===== src/csr_pkg.sv =====
// Package for the compare-skip and return execution block
package csr_pkg;
   localparam logic [3:0] OP_CMP_HI = 4'h6;
   localparam logic [2:0] OP_LT_SUB = 3'h0;
   localparam logic [2:0] OP_GT_SUB = 3'h2;
   localparam logic [14:0] OP_RET = 15'h0009;
   localparam int BANK_BIT = 8;
   localparam logic [3:0] ACCESS_BANK = 4'h0;
   localparam logic [1:0] Q1 = 2'h0;
   localparam logic [1:0] Q2 = 2'h1;
   localparam logic [1:0] Q3 = 2'h2;
   localparam logic [1:0] Q4 = 2'h3;
   localparam logic [7:0] W_RST = 8'h00;
   localparam logic [3:0] BSR_RST = 4'h0;
   localparam logic [20:0] PC_RST = 21'h00_0000;

   typedef enum logic [3:0] {
      ST_EXEC = 4'b0001,
      ST_SKIP1 = 4'b0010,
      ST_SKIP2 = 4'b0100,
      ST_RETNOP = 4'b1000
   } csr_state_t;

   typedef struct packed {
      logic [7:0] working;
      logic [7:0] status;
      logic [3:0] bank;
   } csr_ctx_t;
endpackage


===== src/csr_exec.sv =====
// Compare-skip and return execution logic
module csr_exec
   import csr_pkg::*;
(
   // Clock and reset
   input wire logic clk,
   input wire logic srst,
   // Fetched instruction
   input wire logic [15:0] instr,
   input wire logic instrValid,
   input wire logic nextIsTwoWord,
   // File register read port
   output logic [11:0] fileAddr,
   output logic fileRd,
   input wire logic [7:0] fileData,
   // Return stack
   input wire logic [20:0] topOfStack,
   output logic stackPop,
   // Shadow registers
   input wire csr_ctx_t shadowCtx,
   // Core state
   output logic [7:0] workingRegister,
   output logic [7:0] statusReg,
   output logic [3:0] bankSelectRegister,
   output logic [20:0] pc,
   output logic [7:0] pcUpperLatch,
   output logic [7:0] pcHighLatch,
   // Pipeline
   output logic discardFetch,
   output logic [1:0] quarter,
   output logic busy
);
   logic cycleEnd;
   csr_state_t st_q, st_d;
   csr_ctx_t ctx_q, ctx_d;
   logic [20:0] pc_q, pc_d;
   logic [7:0] latU_q, latH_q;
   logic skip_q, skip_d;
   logic two_q, two_d;
   logic isLt, isGt, isRet;

   csr_quarter uQuarter (
      .clk(clk),
      .srst(srst),
      .quarter(quarter),
      .cycleEnd(cycleEnd)
   );

   always_comb begin
      isLt = instr[15:12] == OP_CMP_HI && instr[11:9] == OP_LT_SUB;
      isGt = instr[15:12] == OP_CMP_HI && instr[11:9] == OP_GT_SUB;
      isRet = instr[15:1] == OP_RET;
   end

   // Bank flag picks the register contents or the fixed access bank
   always_comb begin
      if (instr[BANK_BIT]) begin
         fileAddr = {bankSelectRegister, instr[7:0]};
      end else begin
         fileAddr = {ACCESS_BANK, instr[7:0]};
      end
   end

   assign fileRd = st_q == ST_EXEC && instrValid && quarter == Q2 &&
                   (isLt || isGt);

   always_comb begin
      st_d = st_q;
      ctx_d = ctx_q;
      pc_d = pc_q;
      skip_d = skip_q;
      two_d = two_q;
      stackPop = 1'b0;
      case (st_q)
         ST_EXEC: begin
            if (instrValid && quarter == Q3 && (isLt || isGt)) begin
               skip_d = isLt ? (fileData < ctx_q.working)
                             : (fileData > ctx_q.working);
               two_d = nextIsTwoWord;
            end
            if (instrValid && cycleEnd && isRet) begin
               stackPop = 1'b1;
               pc_d = topOfStack;
               if (instr[0]) begin
                  ctx_d = shadowCtx;
               end
               st_d = ST_RETNOP;
            end else if (instrValid && cycleEnd && skip_q) begin
               st_d = ST_SKIP1;
            end
         end
         ST_SKIP1: begin
            if (cycleEnd) begin
               skip_d = 1'b0;
               st_d = two_q ? ST_SKIP2 : ST_EXEC;
            end
         end
         ST_SKIP2: begin
            if (cycleEnd) begin
               two_d = 1'b0;
               st_d = ST_EXEC;
            end
         end
         ST_RETNOP: begin
            if (cycleEnd) begin
               st_d = ST_EXEC;
            end
         end
         default: begin
            st_d = ST_EXEC;
         end
      endcase
   end

   // Latches have no writer here; a return must not disturb them
   always_ff @(posedge clk) begin
      if (srst) begin
         st_q <= ST_EXEC;
         ctx_q <= '{working: W_RST, status: W_RST, bank: BSR_RST};
         pc_q <= PC_RST;
         skip_q <= 1'b0;
         two_q <= 1'b0;
         latU_q <= W_RST;
         latH_q <= W_RST;
      end else begin
         st_q <= st_d;
         ctx_q <= ctx_d;
         pc_q <= pc_d;
         skip_q <= skip_d;
         two_q <= two_d;
         latU_q <= latU_q;
         latH_q <= latH_q;
      end
   end

   assign workingRegister = ctx_q.working;
   assign statusReg = ctx_q.status;
   assign bankSelectRegister = ctx_q.bank;
   assign pc = pc_q;
   assign pcUpperLatch = latU_q;
   assign pcHighLatch = latH_q;
   assign discardFetch = st_q != ST_EXEC;
   assign busy = st_q != ST_EXEC;
endmodule


===== src/csr_quarter.sv =====
// Quarter-cycle sequencer for the instruction cycle
module csr_quarter
   import csr_pkg::*;
(
   // Clock and reset
   input wire logic clk,
   input wire logic srst,
   // Quarter phase
   output logic [1:0] quarter,
   output logic cycleEnd
);
   logic [1:0] q_q;
   logic [1:0] q_d;

   always_comb begin
      q_d = q_q + 2'h1;
   end

   always_ff @(posedge clk) begin
      if (srst) begin
         q_q <= Q1;
      end else begin
         q_q <= q_d;
      end
   end

   assign quarter = q_q;
   assign cycleEnd = (q_q == Q4);
endmodule

===== config.mk =====
export PLATFORM = sky130hd
export DESIGN_NAME = csr_exec
export DESIGN_NICKNAME = d
export VERILOG_FILES = /design/src/csr_pkg.sv /design/src/csr_exec.sv /design/src/csr_quarter.sv
export SDC_FILE = /design/constraint.sdc
export NUM_CORES = 1
export LEC_CHECK = 0
export BUFFER_PORTS_ARGS = -buffer_cell sky130_fd_sc_hd__buf_2
export CORE_MARGIN = 8
export CORE_UTILIZATION = 43
export DETAILED_ROUTE_END_ITERATION = 8
export GPL_TIMING_DRIVEN = 0
export MAX_ROUTING_LAYER = met4
export PLACE_DENSITY = 0.8
export SYNTH_ARGS = -nofsm -noshare
export SYNTH_HDL_FRONTEND = slang
export SYNTH_SLANG_ARGS = --single-unit

===== constraint.sdc =====
create_clock -name clk -period 2.6 [get_ports clk]
set_input_delay 0.39 -clock clk [delete_from_list [all_inputs] [get_ports clk]]
set_output_delay 0.39 -clock clk [all_outputs]
set_load 0.05 [all_outputs]

## Word level (Yosys, flattened, before mapping)

Index checks and enable logic that the tools add are counted.

- $add $sub $neg: 1
- Magnitude comparators: 2
- Equal/unequal tests: 16
- Mux-type cells: 15
- Reduce and logical (&&, ||, !) cells: 20

Operator list:

| cell | number |
|---|---|
| $mux W4 | 4 |
| $eq A15 B4 Y1 const B | 1 |
| $mux W12 | 1 |
| $pmux W4 S3 | 1 |
| $reduce_and A3 Y1 | 4 |
| $logic_and A1 B1 Y1 | 10 |
| $eq A4 B3 Y1 const B | 2 |
| $gt A8 B8 Y1 | 1 |
| $lt A8 B8 Y1 | 1 |
| $mux W1 | 6 |
| $eq A2 B2 Y1 const B | 2 |
| $eq A4 B1 Y1 const B | 1 |
| $eq A4 B2 Y1 const B | 1 |
| $eq A4 B4 Y1 const B | 1 |
| $ne A2 B1 Y1 const B | 2 |
| $ne A2 B2 Y1 const B | 2 |
| $ne A4 B1 Y1 const B | 1 |
| $pmux W1 S2 | 2 |
| $reduce_bool A2 Y1 | 2 |
| $eq A3 B2 Y1 const B | 1 |
| $logic_not A3 Y1 | 1 |
| $mux W3 | 1 |
| $ne A3 B1 Y1 const B | 1 |
| $add A2 B1 Y2 const B | 1 |
| 4 further kinds | 4 |

- Register bits: 49
- Input port bits: 69

## Depth between registers and ports, before layout

Gate-level depths: netlist (run 1).

- Word-level depth: 6
- Gate-level depth with buffers: 7

## Modules after synthesis

Synthesis (run 1) repeated with hierarchy kept, for this count alone.

- Cells, all modules: 272
- Area, all modules: 2356.0 um^2

Modules (own cells, without submodules):

| module | instances | cells an instance | area an instance (um^2) | sequential area each (um^2) |
|---|---|---|---|---|
| csr_exec | 1 | 267 | 2293.4 | 940.9 |
| csr_quarter | 1 | 5 | 62.6 | 40.0 |

## Worst setup path before layout (run 1)

No wires, ideal clock.

- Path kind: register -> output
- Start: register st_q[1]
- End: output fileRd
- Data arrival time: 2.647 ns
- Path slack: -0.437 ns
- Stages on the path, launching flop included: 4
- Path through: dfxtp_1 or4b_1 buf_2 nor4_1

- Word-level cells in the longest chain between the ends: 4

Ends and longest elaborated chain:

| what | line | text |
|---|---|---|
| from (decl) | csr_exec.sv:34 | `csr_state_t st_q, st_d;` |
| from (signal assigned) | csr_exec.sv:126 | `st_q <= st_d;` |
| $eq A4 B1 Y1 | csr_exec.sv:64 | `assign fileRd = st_q == ST_EXEC && instrValid && quarter == Q2 &&` |
| $logic_and A1 B1 Y1 (3 in a row) | csr_exec.sv:64 |  |
| to (decl) | csr_exec.sv:14 | `output logic fileRd,` |

No other way between the ends.

## Worst setup path in the final report (run 1)

- Start: input instr[9]
- End: output stackPop

- Word-level cells in the longest chain between the ends: 4

Ends and longest elaborated chain:

| what | line | text |
|---|---|---|
| from (decl) | csr_exec.sv:9 | `input wire logic [15:0] instr,` |
| $eq A15 B4 Y1 | csr_exec.sv:52 | `isRet = instr[15:1] == OP_RET;` |
| $logic_and A1 B1 Y1 | csr_exec.sv:81 | `if (instrValid && cycleEnd && isRet) begin` |
| $mux W1 | csr_exec.sv:81 |  |
| $mux W1 | csr_exec.sv:74 | `case (st_q)` |
| to (decl) | csr_exec.sv:18 | `output logic stackPop,` |

No other way between the ends.

==> insert_results.sql, run 1 <==
INSERT INTO impl_metrics (metric_group, metric, value, unit) VALUES
('synthesis', 'synth.largest_area_cell', 'dfxtp_1', ''),
('timing', 'fin_crit_sh', '95.9', '%'),
('synthesis', 'gate_count_after_technology_mapping', '261', ''),
('global_route', 'grtUsageTotal', '15.6', '%'),
('final_layout', 'regArea', '981', 'um^2'),
('clocking', 'clock-root-buffer', 'clkbuf_8', ''),
('run', 'maxCapViolations', '0', ''),
('global_route', 'grt_pass1_wl', '10.4', 'mm'),
('global_route', 'grt_start_max_net_pins', '16', ''),
('detailed_routing', 'ant_nets', '0', ''),
('floorplan', 'floorplan.die.width', '90.6', 'um'),
('final_layout', 'layout-drive-gt1-share', '40.9', '%'),
('detailed_routing', 'num_vias', '2213', ''),
('detailed_routing', 'drt_iter0_markers', '67', ''),
('pwr', 'p_leak', '0.00178', 'uW'),
('timing', 'slew_violations', '0', ''),
('synthesis', 'post_synth_num_cell_types', '36', ''),
('final_layout', 'final.fill_count', '500', ''),
('synthesis', 'post-synth-top-count-cell', 'nor2_1', ''),
('worst_setup_path', 'setup.worst_path.class', 'input pin to primary output', ''),
('clocking', 'clk_pin_slew_worst_paths', '0.09', 'ns'),
('pwr', 'powerDensity', '456', 'mW/mm^2'),
('floorplan', 'boundaryPins', '144', ''),
('detailed_routing', 'drc', '0', ''),
('global_route', 'grt_antenna_before_repair', '0', ''),
('clocking', 'numCtsBuffers', '5', ''),
('clocking', 'clock_insertion_delay_worst_skew', '0.30', 'ns'),
('worst_setup_path', 'worst_setup_path_start_kind', 'input pin', ''),
('timing', 'final.setup.tns', '0', 'ns'),
('synthesis', 'yosys_warnings', '0', ''),
('floorplan', 'initial_core_util', '44.0', '%'),
('detailed_routing', 'wl_per_cell', '13.5', 'um'),
('synthesis', 'total_of_flip_flops_plus_latches_after_synthesis', '49', ''),
('worst_setup_path', 'endpoint_type_of_the_worst_setup_path', 'primary output', ''),
('status', 'status', 'complete, no violations', ''),
('hold_path', 'worst_hold_path_type', 'input pin to register', ''),
('final_layout', 'area_occupied_by_multi_input_gates', '0.00119', 'mm^2'),
('detailed_routing', 'first_pass_iters', '4', ''),
('synthesis', 'synth_top_cells_by_area', 'dfxtp_1 41%, mux2i_1 18%, nor2_1 8.0%, buf_4 7.8%, ha_1 5.7%', ''),
('timing', 'layout_min_cycle_time', '2.49', 'ns'),
('placed_design', 'gp_congestion', '0.859', ''),
('pwr', 'vdd_drop_max', '0.296', 'mV'),
('synthesis', 'synth-edff-count', '0', ''),
('global_route', 'number_of_global_route_vias_before_repair', '2244', ''),
('worst_setup_path', 'critPathArrivalTime', '2.10', 'ns'),
('final_layout', 'antennaDiodeCount', '0', ''),
('floorplan', 'rows', '27', ''),
('synthesis', 'post_synth_arst_share', '0', '%'),
('timing', 'holdWs', '0.323', 'ns'),
('floorplan', 'die_area', '0.00821', 'mm^2'),
('timing', 'finalSetupViolations', '0', ''),
('timing', 'unrepaired_setup_endpoints_after_global_routing', 'no', ''),
('placed_design', 'count_of_input_and_output_buffers', '126', ''),
('worst_setup_path', 'critical_path.cell_chain', 'buf_2, or4_1, nand3b_1, nor3_4, buf_6, buf_4', ''),
('synthesis', 'synthTopCellsByCount', '51 x nor2_1, 49 x dfxtp_1, 42 x mux2i_1', ''),
('final_layout', 'fin_util', '60.9', '%'),
('synthesis', 'mean_instance_size_in_the_synthesized_netlist', '9.18', 'um^2'),
('timing', 'endpoints_failing_hold', '0', ''),
('clocking', 'cts_tree', 'yes', ''),
('clocking', 'buffer_depth_of_the_longest_clock_path', '2', ''),
('clocking', 'numClockSinks', '49', ''),
('timing', 'fmax', '0.401', 'GHz'),
('floorplan', 'chipHeight', '90.6', 'um'),
('detailed_routing', 'via_per_inst', '4.58', ''),
('synthesis', 'synth.cell_area', '0.00239', 'mm^2'),
('worst_setup_path', 'critical_path.max_fanout', '10', ''),
('placed_design', 'detailedPlacementHpwl', '5.41', 'mm'),
('synthesis', 'synth_flop_cell', 'dfxtp_1', ''),
('worst_setup_path', 'max_stage_delay', '0.62', 'ns'),
('final_layout', 'synthToLayoutAreaGrowth', '38.3', '%'),
('synthesis', 'synthDominantCellAreaShare', '41.0', '%'),
('synthesis', 'yosysSeqAreaShare', '41.0', '%'),
('clocking', 'h-tree-depth', '2', ''),
('global_route', 'gr-total-overflow', '0', ''),
('floorplan', 'floorplan.core_area', '0.00544', 'mm^2'),
('timing', 'skew', '0.00716', 'ns'),
('worst_setup_path', 'crit_required', '2.21', 'ns'),
('final_layout', 'finalNetCount', '490', ''),
('detailed_routing', 'drt_wirelength', '6.53', 'mm'),
('worst_setup_path', 'slowest_stage', 'or4_1', '');
report_power, final:
part | leakage (uW) | internal [uW] | switching [uW]
logic | 0.00133 | 81.6 | 139
registers | 0.000395 | 753 | 3.09
clock network | 0.0000554 | 289 | 244
cells by family after synthesis:
family	after synthesis	share of synthesized area [%]
AND/OR/NAND/NOR	90	18.8
AO/OA/AOI/OAI	18	4.75
flip-flops	49	41.0
multiplexers	42	17.6
buffers and inverters	50	12.0
other	1	0.157
adder cells (fa/ha/maj)	11	5.75
worst paths after layout:
kind | cells past startpoint | end | slack [ns] | from
min reg2reg | 1 | uQuarter.quarter[0]$_SDFF_PP0_ | 0.49 | uQuarter.quarter[0]$_SDFF_PP0_
max reg2reg | 6 | skip_q$_SDFFE_PP0P_ | 0.13 | st_q[1]$_SDFFE_PP0P_
max | 6 | stackPop | 0.11 | instr[9]
min | 3 | pc[16]$_SDFFE_PP0P_ | 0.32 | topOfStack[16]
through the flow:
stage | cells | setup slack (ns) | power, uW | instance area (um^2)
2_1_floorplan | 276 | 0.141 | 920 | 2460
3_5_place_dp | 474 | -0.345 | 993 | 3180
6_report | 483 | 0.107 | 1510 | 3310
5_1_grt | 483 | 0.0264 | 1570 | 3310
4_1_cts | 483 | 0.00325 | 1530 | 3310
3_3_place_gp | 474 | -0.352 | 990 | 3180
critical path: cells and delay by family:
family	cells	cell delay [ns]
and+or+nand+nor	3	1.21
buffers and inverters	3	0.50
metal layers:
metal / vias up / GRT usage [%] / part of all wire (%)
met1: 963 / 17.3 / 41
met3: 5 / 6.73 / 11
li1: 1137 / - / -
met4: 0 / 3.33 / 0.81
met2: 108 / 25.4 / 47
met5: - / - / 0
placed cells by master, fill, tap and decap left out, types with 3 or more instances in the layout:
master / count
o21ai_0: 4
a21oi_1: 6
nor4b_1: 3
clkbuf_8: 5
nor2_1: 51
and2_1: 5
or4_1: 3
mux2i_1: 42
ha_1: 11
clkbuf_1: 7
nand2_1: 4
dfxtp_1: 49
inv_1: 12
buf_4: 27
conb_1: 16
nand3_1: 6
buf_2: 129
timing repair:
item | 4_1_cts | 5_1_grt
resized for setup | 2 | 3
gates cloned | 0 | 0
setup buffers | 1 | 0
setup endpoints to repair | 1 | 1
hold buffers | 0 | 0
pin swaps | 1 | 0
flip-flops by register name (all words and copies together), names as in the netlist:
signal,cells
bankSelectRegister,4
pc,21
skip_q,1
st_q,4
statusReg,8
two_q,1
uQuarter.quarter,2
workingRegister,8
layout make-up:
type | instances | share of cell area [%]
Sequential cell | 49 | 29.6
Tap cell | 72 | 2.72
Clock buffer | 6 | 2.19
Multi-Input combinational cell | 177 | 36.1
Timing Repair Buffer | 127 | 19.3
Inverter | 13 | 1.47
Clock inverter | 2 | 1.17
Buffer | 37 | 7.40
Note: power is estimated with default switching activity, not from simulation.
==> run 2: changes to the inputs <==
- RECOVER_POWER: unset -> 25
==> run 2 against run 1 <==
  * Worst setup slack worse by 0.0029 ns
  * Register-to-register slack barely moved
  * Clock skew about the same
  * Total power barely moved
  * Critical path depth unchanged
  * Sequential cell count is the same
  * First-iteration DRC count fell by 16%
  * Maximum frequency down 0.12%
  * Critical path type unchanged
  * Largest power group unchanged
==> insert_results.sql, run 2 (synthesis gave the netlist of run 1 again) <==
INSERT INTO impl_metrics (metric_group, metric, value, unit) VALUES
('run', 'maxCapViolations', '0', ''),
('placed_design', 'count_of_input_and_output_buffers', '126', ''),
('detailed_routing', 'via_per_inst', '4.57', ''),
('floorplan', 'rows', '27', ''),
('final_layout', 'final_cell_mix', '102 x buf_2, 51 x nor2_1, 49 x dfxtp_1', ''),
('worst_setup_path', 'buf_inv_stages_crit_path', '3', ''),
('worst_setup_path', 'worst_setup_path_start_kind', 'input pin', ''),
('global_route', 'grt_antenna_before_repair', '0', ''),
('floorplan', 'floorplan.core_area', '0.00544', 'mm^2'),
('worst_setup_path', 'crit_required', '2.21', 'ns'),
('global_route', 'grt_start_max_net_pins', '16', ''),
('timing', 'timing_worst_slew_pin_value', '0.623', 'ns'),
('worst_setup_path', 'max_stage_delay', '0.62', 'ns'),
('clocking', 'clock-root-buffer', 'clkbuf_8', ''),
('clocking', 'numClockSinks', '49', ''),
('pwr', 'vdd_drop_max', '0.296', 'mV'),
('timing', 'slew_violations', '0', ''),
('global_route', 'grt_pass1_wl', '10.4', 'mm'),
('worst_setup_path', 'endpoint_type_of_the_worst_setup_path', 'primary output', ''),
('final_layout', 'synthToLayoutAreaGrowth', '36.9', '%'),
('pwr', 'finalPower', '1510', 'uW'),
('detailed_routing', 'num_vias', '2209', ''),
('worst_setup_path', 'critical_path.cell_chain', 'buf_2, or4_1, nand3b_1, nor3_4, buf_6, buf_4', ''),
('detailed_routing', 'drc', '0', ''),
('worst_setup_path', 'critical_path.max_fanout', '10', ''),
('final_layout', 'largest_register_ff_count', '21', ''),
('detailed_routing', 'drt_wirelength', '6.53', 'mm'),
('floorplan', 'die_area', '0.00821', 'mm^2'),
('final_layout', 'fin_cells', '483', ''),
('detailed_routing', 'ant_nets', '0', ''),
('worst_setup_path', 'slowest_stage', 'or4_1', ''),
('floorplan', 'chipHeight', '90.6', 'um'),
('timing', 'fin_crit_sh', '96.0', '%'),
('clocking', 'cts_tree', 'yes', ''),
('global_route', 'number_of_global_route_vias_before_repair', '2244', ''),
('timing', 'fmax', '0.401', 'GHz'),
('floorplan', 'boundaryPins', '144', ''),
('pwr', 'p_leak', '0.00167', 'uW'),
('global_route', 'gr-total-overflow', '0', ''),
('clocking', 'h-tree-depth', '2', ''),
('timing', 'unrepaired_setup_endpoints_after_global_routing', 'no', ''),
('hold_path', 'worst_hold_path_type', 'input pin to register', ''),
('worst_setup_path', 'cpLargestDelayFamily', 'simple AND/OR/NAND/NOR gates', ''),
('final_layout', 'antennaDiodeCount', '0', ''),
('floorplan', 'floorplan.die.width', '90.6', 'um'),
('placed_design', 'numPlacedInstances', '474', ''),
('final_layout', 'stdcell_area', '0.00328', 'mm^2'),
('clocking', 'buffer_depth_of_the_longest_clock_path', '2', ''),
('detailed_routing', 'wl_per_cell', '13.5', 'um'),
('timing', 'timing.max_slew.rel_slack', '58.6', '%'),
('placed_design', 'gp_congestion', '0.859', ''),
('timing', 'final.setup.tns', '0', 'ns'),
('timing', 'layout_min_cycle_time', '2.50', 'ns'),
('clocking', 'clock_insertion_delay_worst_skew', '0.30', 'ns'),
('final_layout', 'layout-drive-gt1-share', '34.3', '%'),
('placed_design', 'placedInstanceArea', '0.00318', 'mm^2'),
('worst_setup_path', 'critPathArrivalTime', '2.11', 'ns'),
('final_layout', 'layout_commonest_cell', 'buf_2', ''),
('timing', 'endpoints_failing_hold', '0', ''),
('detailed_routing', 'drt_iter0_markers', '56', ''),
('floorplan', 'initial_core_util', '44.0', '%'),
('clocking', 'clk_pin_slew_worst_paths', '0.09', 'ns'),
('status', 'status', 'complete, no violations', ''),
('detailed_routing', 'first_pass_iters', '4', ''),
('timing', 'skew', '0.00743', 'ns'),
('clocking', 'numCtsBuffers', '5', ''),
('timing', 'finalSetupViolations', '0', ''),
('global_route', 'grtUsageTotal', '15.6', '%'),
('worst_setup_path', 'setup.worst_path.class', 'input pin to primary output', ''),
('final_layout', 'fin_util', '60.3', '%'),
('pwr', 'powerDensity', '460', 'mW/mm^2'),
('final_layout', 'finalNetCount', '490', ''),
('placed_design', 'detailedPlacementHpwl', '5.41', 'mm');
## run 2: layout make-up
class	count	area, um^2
clock buffer	6	72.6
tap	72	90.1
buffer	37	245
inverter	13	48.8
multi-input combinational	177	1190
fill	523	2160
sequential	49	981
clock inverter	2	38.8
timing repair buffer	127	607
## run 2: metrics by stage
step	hold WS, ns	worst slack, ns
after global routing	0.314	0.0264
after detailed placement	0.482	-0.345
final	0.323	0.104
after floorplan	0.455	0.141
after global placement	0.463	-0.352
after CTS	0.313	0.00325
## run 2: layer usage
| layer | GRT usage [%] | routed length [um] |
|---|---|---|
| met1 | 17.3 | 2680 |
| met2 | 25.4 | 3040 |
| met3 | 6.73 | 751 |
| met4 | 3.33 | 53 |
| met5 | - | 0 |
## run 2: final timing paths
check / from / to / slack [ns] / cells after the start
setup reg to reg: st_q[1]$_SDFFE_PP0P_ / skip_q$_SDFFE_PP0P_ / 0.13 / 6
hold / removal: topOfStack[16] / pc[16]$_SDFFE_PP0P_ / 0.32 / 3
setup / recovery: instr[9] / stackPop / 0.10 / 6
hold reg to reg: uQuarter.quarter[0]$_SDFF_PP0_ / uQuarter.quarter[0]$_SDFF_PP0_ / 0.49 / 1
## run 2: timing repair
action	in CTS	in global routing
endpoints found under the setup margin	1	1
pin swaps	1	0
gates resized for setup	2	3
setup buffers	1	0
hold buffers	0	0
## run 2: where the power goes
part	leakage (uW)	switching (uW)	internal (uW)
clock	0.0000554	245	289
combinational	0.00122	139	79.7
sequential	0.000395	3.07	753
## run 2: worst reg2reg max path: cells and delay by family, from the launching register on
| kind | cells | cell delay [ns] |
|---|---|---|
| buf+inv | 1 | 0.19 |
| flops | 1 | 0.37 |
| simple gates | 5 | 1.86 |
==> run 3: changes to the inputs <==
- ABC_AREA: unset -> 1
- BUFFER_PORTS_ARGS: -buffer_cell sky130_fd_sc_hd__buf_2 -> unset
- CORE_UTILIZATION: 43 -> 51
- DONT_BUFFER_PORTS: unset -> 1
- PLACE_DENSITY: 0.8 -> 0.66
==> run 3 against run 2 <==
  * Register-to-register slack better by 0.51 ns
  * Clock power shrank 17%
  * Combinational power increased by 99%
  * Wire length rose by 0.34%
  * Total power grew 11%
  * Synthesized area grew 9.3%
  * Hold slack worse by 0.089 ns
  * Synthesized cell count is 39% higher
  * Cell count decreased by 5.6%
==> insert_results.sql, run 3 <==
INSERT INTO impl_metrics (metric_group, metric, value, unit) VALUES
('clocking', 'h-tree-depth', '2', ''),
('clocking', 'cts_post_setup_buffers_inserted', '0', ''),
('timing', 'final.setup.tns', '0', 'ns'),
('synthesis', 'area_fraction_in_compound_gates_after_synthesis', '10.7', '%'),
('global_route', 'grt_pass1_wl', '10.1', 'mm'),
('run', 'maxCapViolations', '0', ''),
('synthesis', 'post_synth_arst_share', '0', '%'),
('final_layout', 'fin_util', '56.2', '%'),
('synthesis', 'yosys.area_share.xor_xnor', '0', '%'),
('timing', 'worst_slack', '0.269', 'ns'),
('placed_design', 'count_of_input_and_output_buffers', '0', ''),
('synthesis', 'muxShareOfSynthArea', '0', '%'),
('floorplan', 'floorplan.core_area', '0.00504', 'mm^2'),
('hold_path', 'worst_hold_path_type', 'input pin to register', ''),
('detailed_routing', 'ant_nets', '0', ''),
('timing', 'layout_min_cycle_time', '2.33', 'ns'),
('synthesis', 'synth.largest_area_cell', 'dfxtp_1', ''),
('synthesis', 'synth-simple-area-share', '30.4', '%'),
('timing', 'slew_violations', '0', ''),
('pwr', 'p_leak', '0.00118', 'uW'),
('placed_design', 'numPlacedInstances', '448', ''),
('final_layout', 'finalNetCount', '465', ''),
('timing', 'finalSetupViolations', '0', ''),
('final_layout', 'final_cell_mix', '60 x nand2_1, 59 x nor2_1, 47 x dfxtp_1', ''),
('final_layout', 'fin_cells', '456', ''),
('worst_setup_path', 'worst_r2r_path_depth', '9', ''),
('timing', 'timing_worst_slew_pin_value', '0.843', 'ns'),
('hold_path', 'min_delay_worst_endpoint', 'pc[2]$_SDFFE_PP0P_', ''),
('clocking', 'numClockSinks', '49', ''),
('timing', 'timing.max_slew.rel_slack', '43.5', '%'),
('floorplan', 'floorplan.die.width', '87.6', 'um'),
('synthesis', 'synth-edff-count', '0', ''),
('synthesis', 'synth_flop_cell', 'dfxtp_1', ''),
('synthesis', 'post_synth_num_cell_types', '29', ''),
('synthesis', 'yosysSeqAreaShare', '37.5', '%'),
('detailed_routing', 'drc', '0', ''),
('timing', 'fmax', '0.429', 'GHz'),
('floorplan', 'boundaryPins', '144', ''),
('pwr', 'p_int', '1070', 'uW'),
('placed_design', 'gp_congestion', '0.844', ''),
('hold_path', 'hold_depth', '2', ''),
('synthesis', 'total_of_flip_flops_plus_latches_after_synthesis', '49', ''),
('worst_setup_path', 'worst_setup_path_start_kind', 'register', ''),
('synthesis', 'yosys.area_share.adder', '5.26', '%'),
('final_layout', 'largest_register_ff_count', '21', ''),
('global_route', 'grt_antenna_before_repair', '0', ''),
('global_route', 'grt_start_max_net_pins', '15', ''),
('floorplan', 'initial_core_util', '51.9', '%'),
('detailed_routing', 'num_vias', '2261', ''),
('synthesis', 'synth_top_cells_by_area', 'dfxtp_1 37%, nand2_1 8.6%, nor2_1 8.5%, buf_4 7.2%, nand3b_1 6.0%', ''),
('worst_setup_path', 'reg2reg_setup_slack', '0.64', 'ns'),
('floorplan', 'rows', '26', ''),
('clocking', 'cts_tree', 'yes', ''),
('hold_path', 'hold_path.startpoint', 'topOfStack[2]', ''),
('global_route', 'gr-total-overflow', '0', ''),
('worst_setup_path', 'r2r-end', 'pc[3]$_SDFFE_PP0P_', ''),
('floorplan', 'die_area', '0.00768', 'mm^2'),
('pwr', 'reported_net_switching_power', '607', 'uW'),
('detailed_routing', 'wl_per_cell', '14.4', 'um'),
('pwr', 'pwr-share-comb', '26.0', '%'),
('worst_setup_path', 'slowest_stage', 'nor3_4', ''),
('worst_setup_path', 'critical_path.cell_chain', 'ha_1, nand2_1, inv_2, nand4_1, nor3_4', ''),
('clocking', 'buffer_depth_of_the_longest_clock_path', '2', ''),
('global_route', 'number_of_global_route_vias_before_repair', '2199', ''),
('worst_setup_path', 'endpoint_type_of_the_worst_setup_path', 'primary output', ''),
('pwr', 'vdd_drop_max', '0.367', 'mV'),
('worst_setup_path', 'r2r-start', 'uQuarter.quarter[0]$_SDFF_PP0_', ''),
('timing', 'endpoints_failing_hold', '0', ''),
('clocking', 'clk_pin_slew_worst_paths', '0.09', 'ns'),
('synthesis', 'synthDominantCellAreaShare', '37.5', '%'),
('detailed_routing', 'drt_iter0_markers', '87', ''),
('final_layout', 'layout_commonest_cell', 'nand2_1', ''),
('synthesis', 'gate_count_after_technology_mapping', '363', ''),
('final_layout', 'antennaDiodeCount', '0', ''),
('floorplan', 'chipHeight', '87.6', 'um'),
('final_layout', 'synthToLayoutAreaGrowth', '8.27', '%'),
('placed_design', 'dp_slack', '0.0949', 'ns'),
('synthesis', 'synth.cell_area', '0.00262', 'mm^2'),
('detailed_routing', 'drt_wirelength', '6.55', 'mm'),
('detailed_routing', 'first_pass_iters', '4', ''),
('synthesis', 'yosys_warnings', '0', ''),
('clocking', 'clock_insertion_delay_worst_skew', '0.30', 'ns'),
('clocking', 'clock-root-buffer', 'clkbuf_8', ''),
('timing', 'unrepaired_setup_endpoints_after_global_routing', 'no', ''),
('clocking', 'cts.hold.buffers_added', '0', ''),
('worst_setup_path', 'max_stage_delay', '0.55', 'ns'),
('clocking', 'numCtsBuffers', '5', ''),
('placed_design', 'detailedPlacementHpwl', '5.27', 'mm'),
('synthesis', 'mean_instance_size_in_the_synthesized_netlist', '7.21', 'um^2'),
('worst_setup_path', 'crit_required', '2.21', 'ns'),
('pwr', 'powerDensity', '591', 'mW/mm^2'),
('worst_setup_path', 'critPathArrivalTime', '1.94', 'ns'),
('pwr', 'finalPower', '1680', 'uW'),
('pwr', 'power.share.sequential', '47.6', '%'),
('worst_setup_path', 'critical_path.max_fanout', '5', ''),
('pwr', 'power.share.switching', '36.2', '%'),
('synthesis', 'combinational_family_with_the_most_area_after_synthesis', 'simple AND/OR/NAND/NOR gates', ''),
('timing', 'skew', '0.00736', 'ns'),
('synthesis', 'post-synth-top-count-cell', 'nand2_1', ''),
('synthesis', 'synthTopCellsByCount', '60 x nand2_1, 59 x nor2_1, 49 x dfxtp_1', ''),
('timing', 'fin_crit_sh', '89.6', '%'),
('status', 'status', 'complete, no violations', ''),
('worst_setup_path', 'setup.worst_path.class', 'register to primary output', ''),
('final_layout', 'layout-drive-gt1-share', '11.9', '%'),
('global_route', 'grtUsageTotal', '16.7', '%'),
('pwr', 'share_clk_of_total_power', '26.4', '%'),
('detailed_routing', 'via_per_inst', '4.96', '');
==> run 3: changes by cell type after synthesis, moves of 8 or more <==
cell / delta
a21oi_1: +22
nor2_1: +8
inv_1: +23
nand2_1: +56
nand3b_1: +20
mux2i_1: -42
o21ai_1: +17
==> run 3: metrics by stage <==
stage / instance area (um^2) / hold WS [ns]
global placement: 2770 / 0.456
global route: 2830 / 0.225
floorplan: 2680 / 0.439
detailed placement: 2770 / 0.461
CTS: 2860 / 0.233
finish: 2830 / 0.233
==> run 3: final cells by class <==
| cell class | count | area [um^2] |
|---|---|---|
| clock buffers | 7 | 76.3 |
| clock inverters | 1 | 7.51 |
| plain buffers | 40 | 245 |
| well taps | 70 | 87.6 |
| inverters | 38 | 145 |
| fillers | 523 | 2210 |
| multi-input cells | 251 | 1290 |
| flip-flops and latches | 49 | 983 |
==> run 3: critical path, delay by kind of cell (launching register included) <==
family	cells	cell delay, ns
adders and majority gates	1	0.23
buffers and inverters	1	0.08
DFF	1	0.54
and+or+nand+nor	3	0.79
==> run 3: how the worst max path moves through the flow <==
stage	depth (start not counted)	end	start	slack (ns)
6_report	5	stackPop	uQuarter.quarter[0]$_SDFF_PP0_	0.27
4_1_cts	5	stackPop	uQuarter.quarter[0]$_SDFF_PP0_	0.03
2_1_floorplan	3	fileRd	uQuarter.quarter[0]$_SDFF_PP0_	0.17
5_1_grt	5	stackPop	uQuarter.quarter[0]$_SDFF_PP0_	0.19
3_3_place_gp	3	fileRd	uQuarter.quarter[0]$_SDFF_PP0_	0.09
3_5_place_dp	3	fileRd	uQuarter.quarter[0]$_SDFF_PP0_	0.09
==> run 3: cell families (layout without fill, tap and decap cells) <==
group / after synthesis / in the layout
adder cells (fa/ha/maj): 11 / 11
AND/OR/NAND/NOR: 169 / 169
other: 1 / 16
buffers and inverters: 78 / 86
flip-flops: 49 / 49
AO/OA/AOI/OAI: 55 / 55
==> run 3: metal layers <==
layer | part of all wire (%) | GRT usage, % | wire [um] | vias up
met2 | 49 | 28.8 | 3220 | 82
met3 | 8.2 | 4.97 | 534 | 7
met1 | 42 | 18.3 | 2740 | 1001
met5 | 0 | - | 0 | -
met4 | 0.90 | 4.38 | 59 | 0
li1 | - | - | - | 1171
==> run 3: power by group through the flow <==
stage | registers, uW | clock network [uW] | logic, uW
2_1_floorplan | 811 | 0 | 383
3_3_place_gp | 815 | 0 | 435
3_5_place_dp | 815 | 0 | 437
4_1_cts | 798 | 448 | 443
5_1_grt | 802 | 492 | 478
6_report | 798 | 442 | 435
==> run 3: what timing repair did <==
action	CTS	global route
pin swaps	0	0
setup endpoints to repair	2	1
resized for setup	2	2
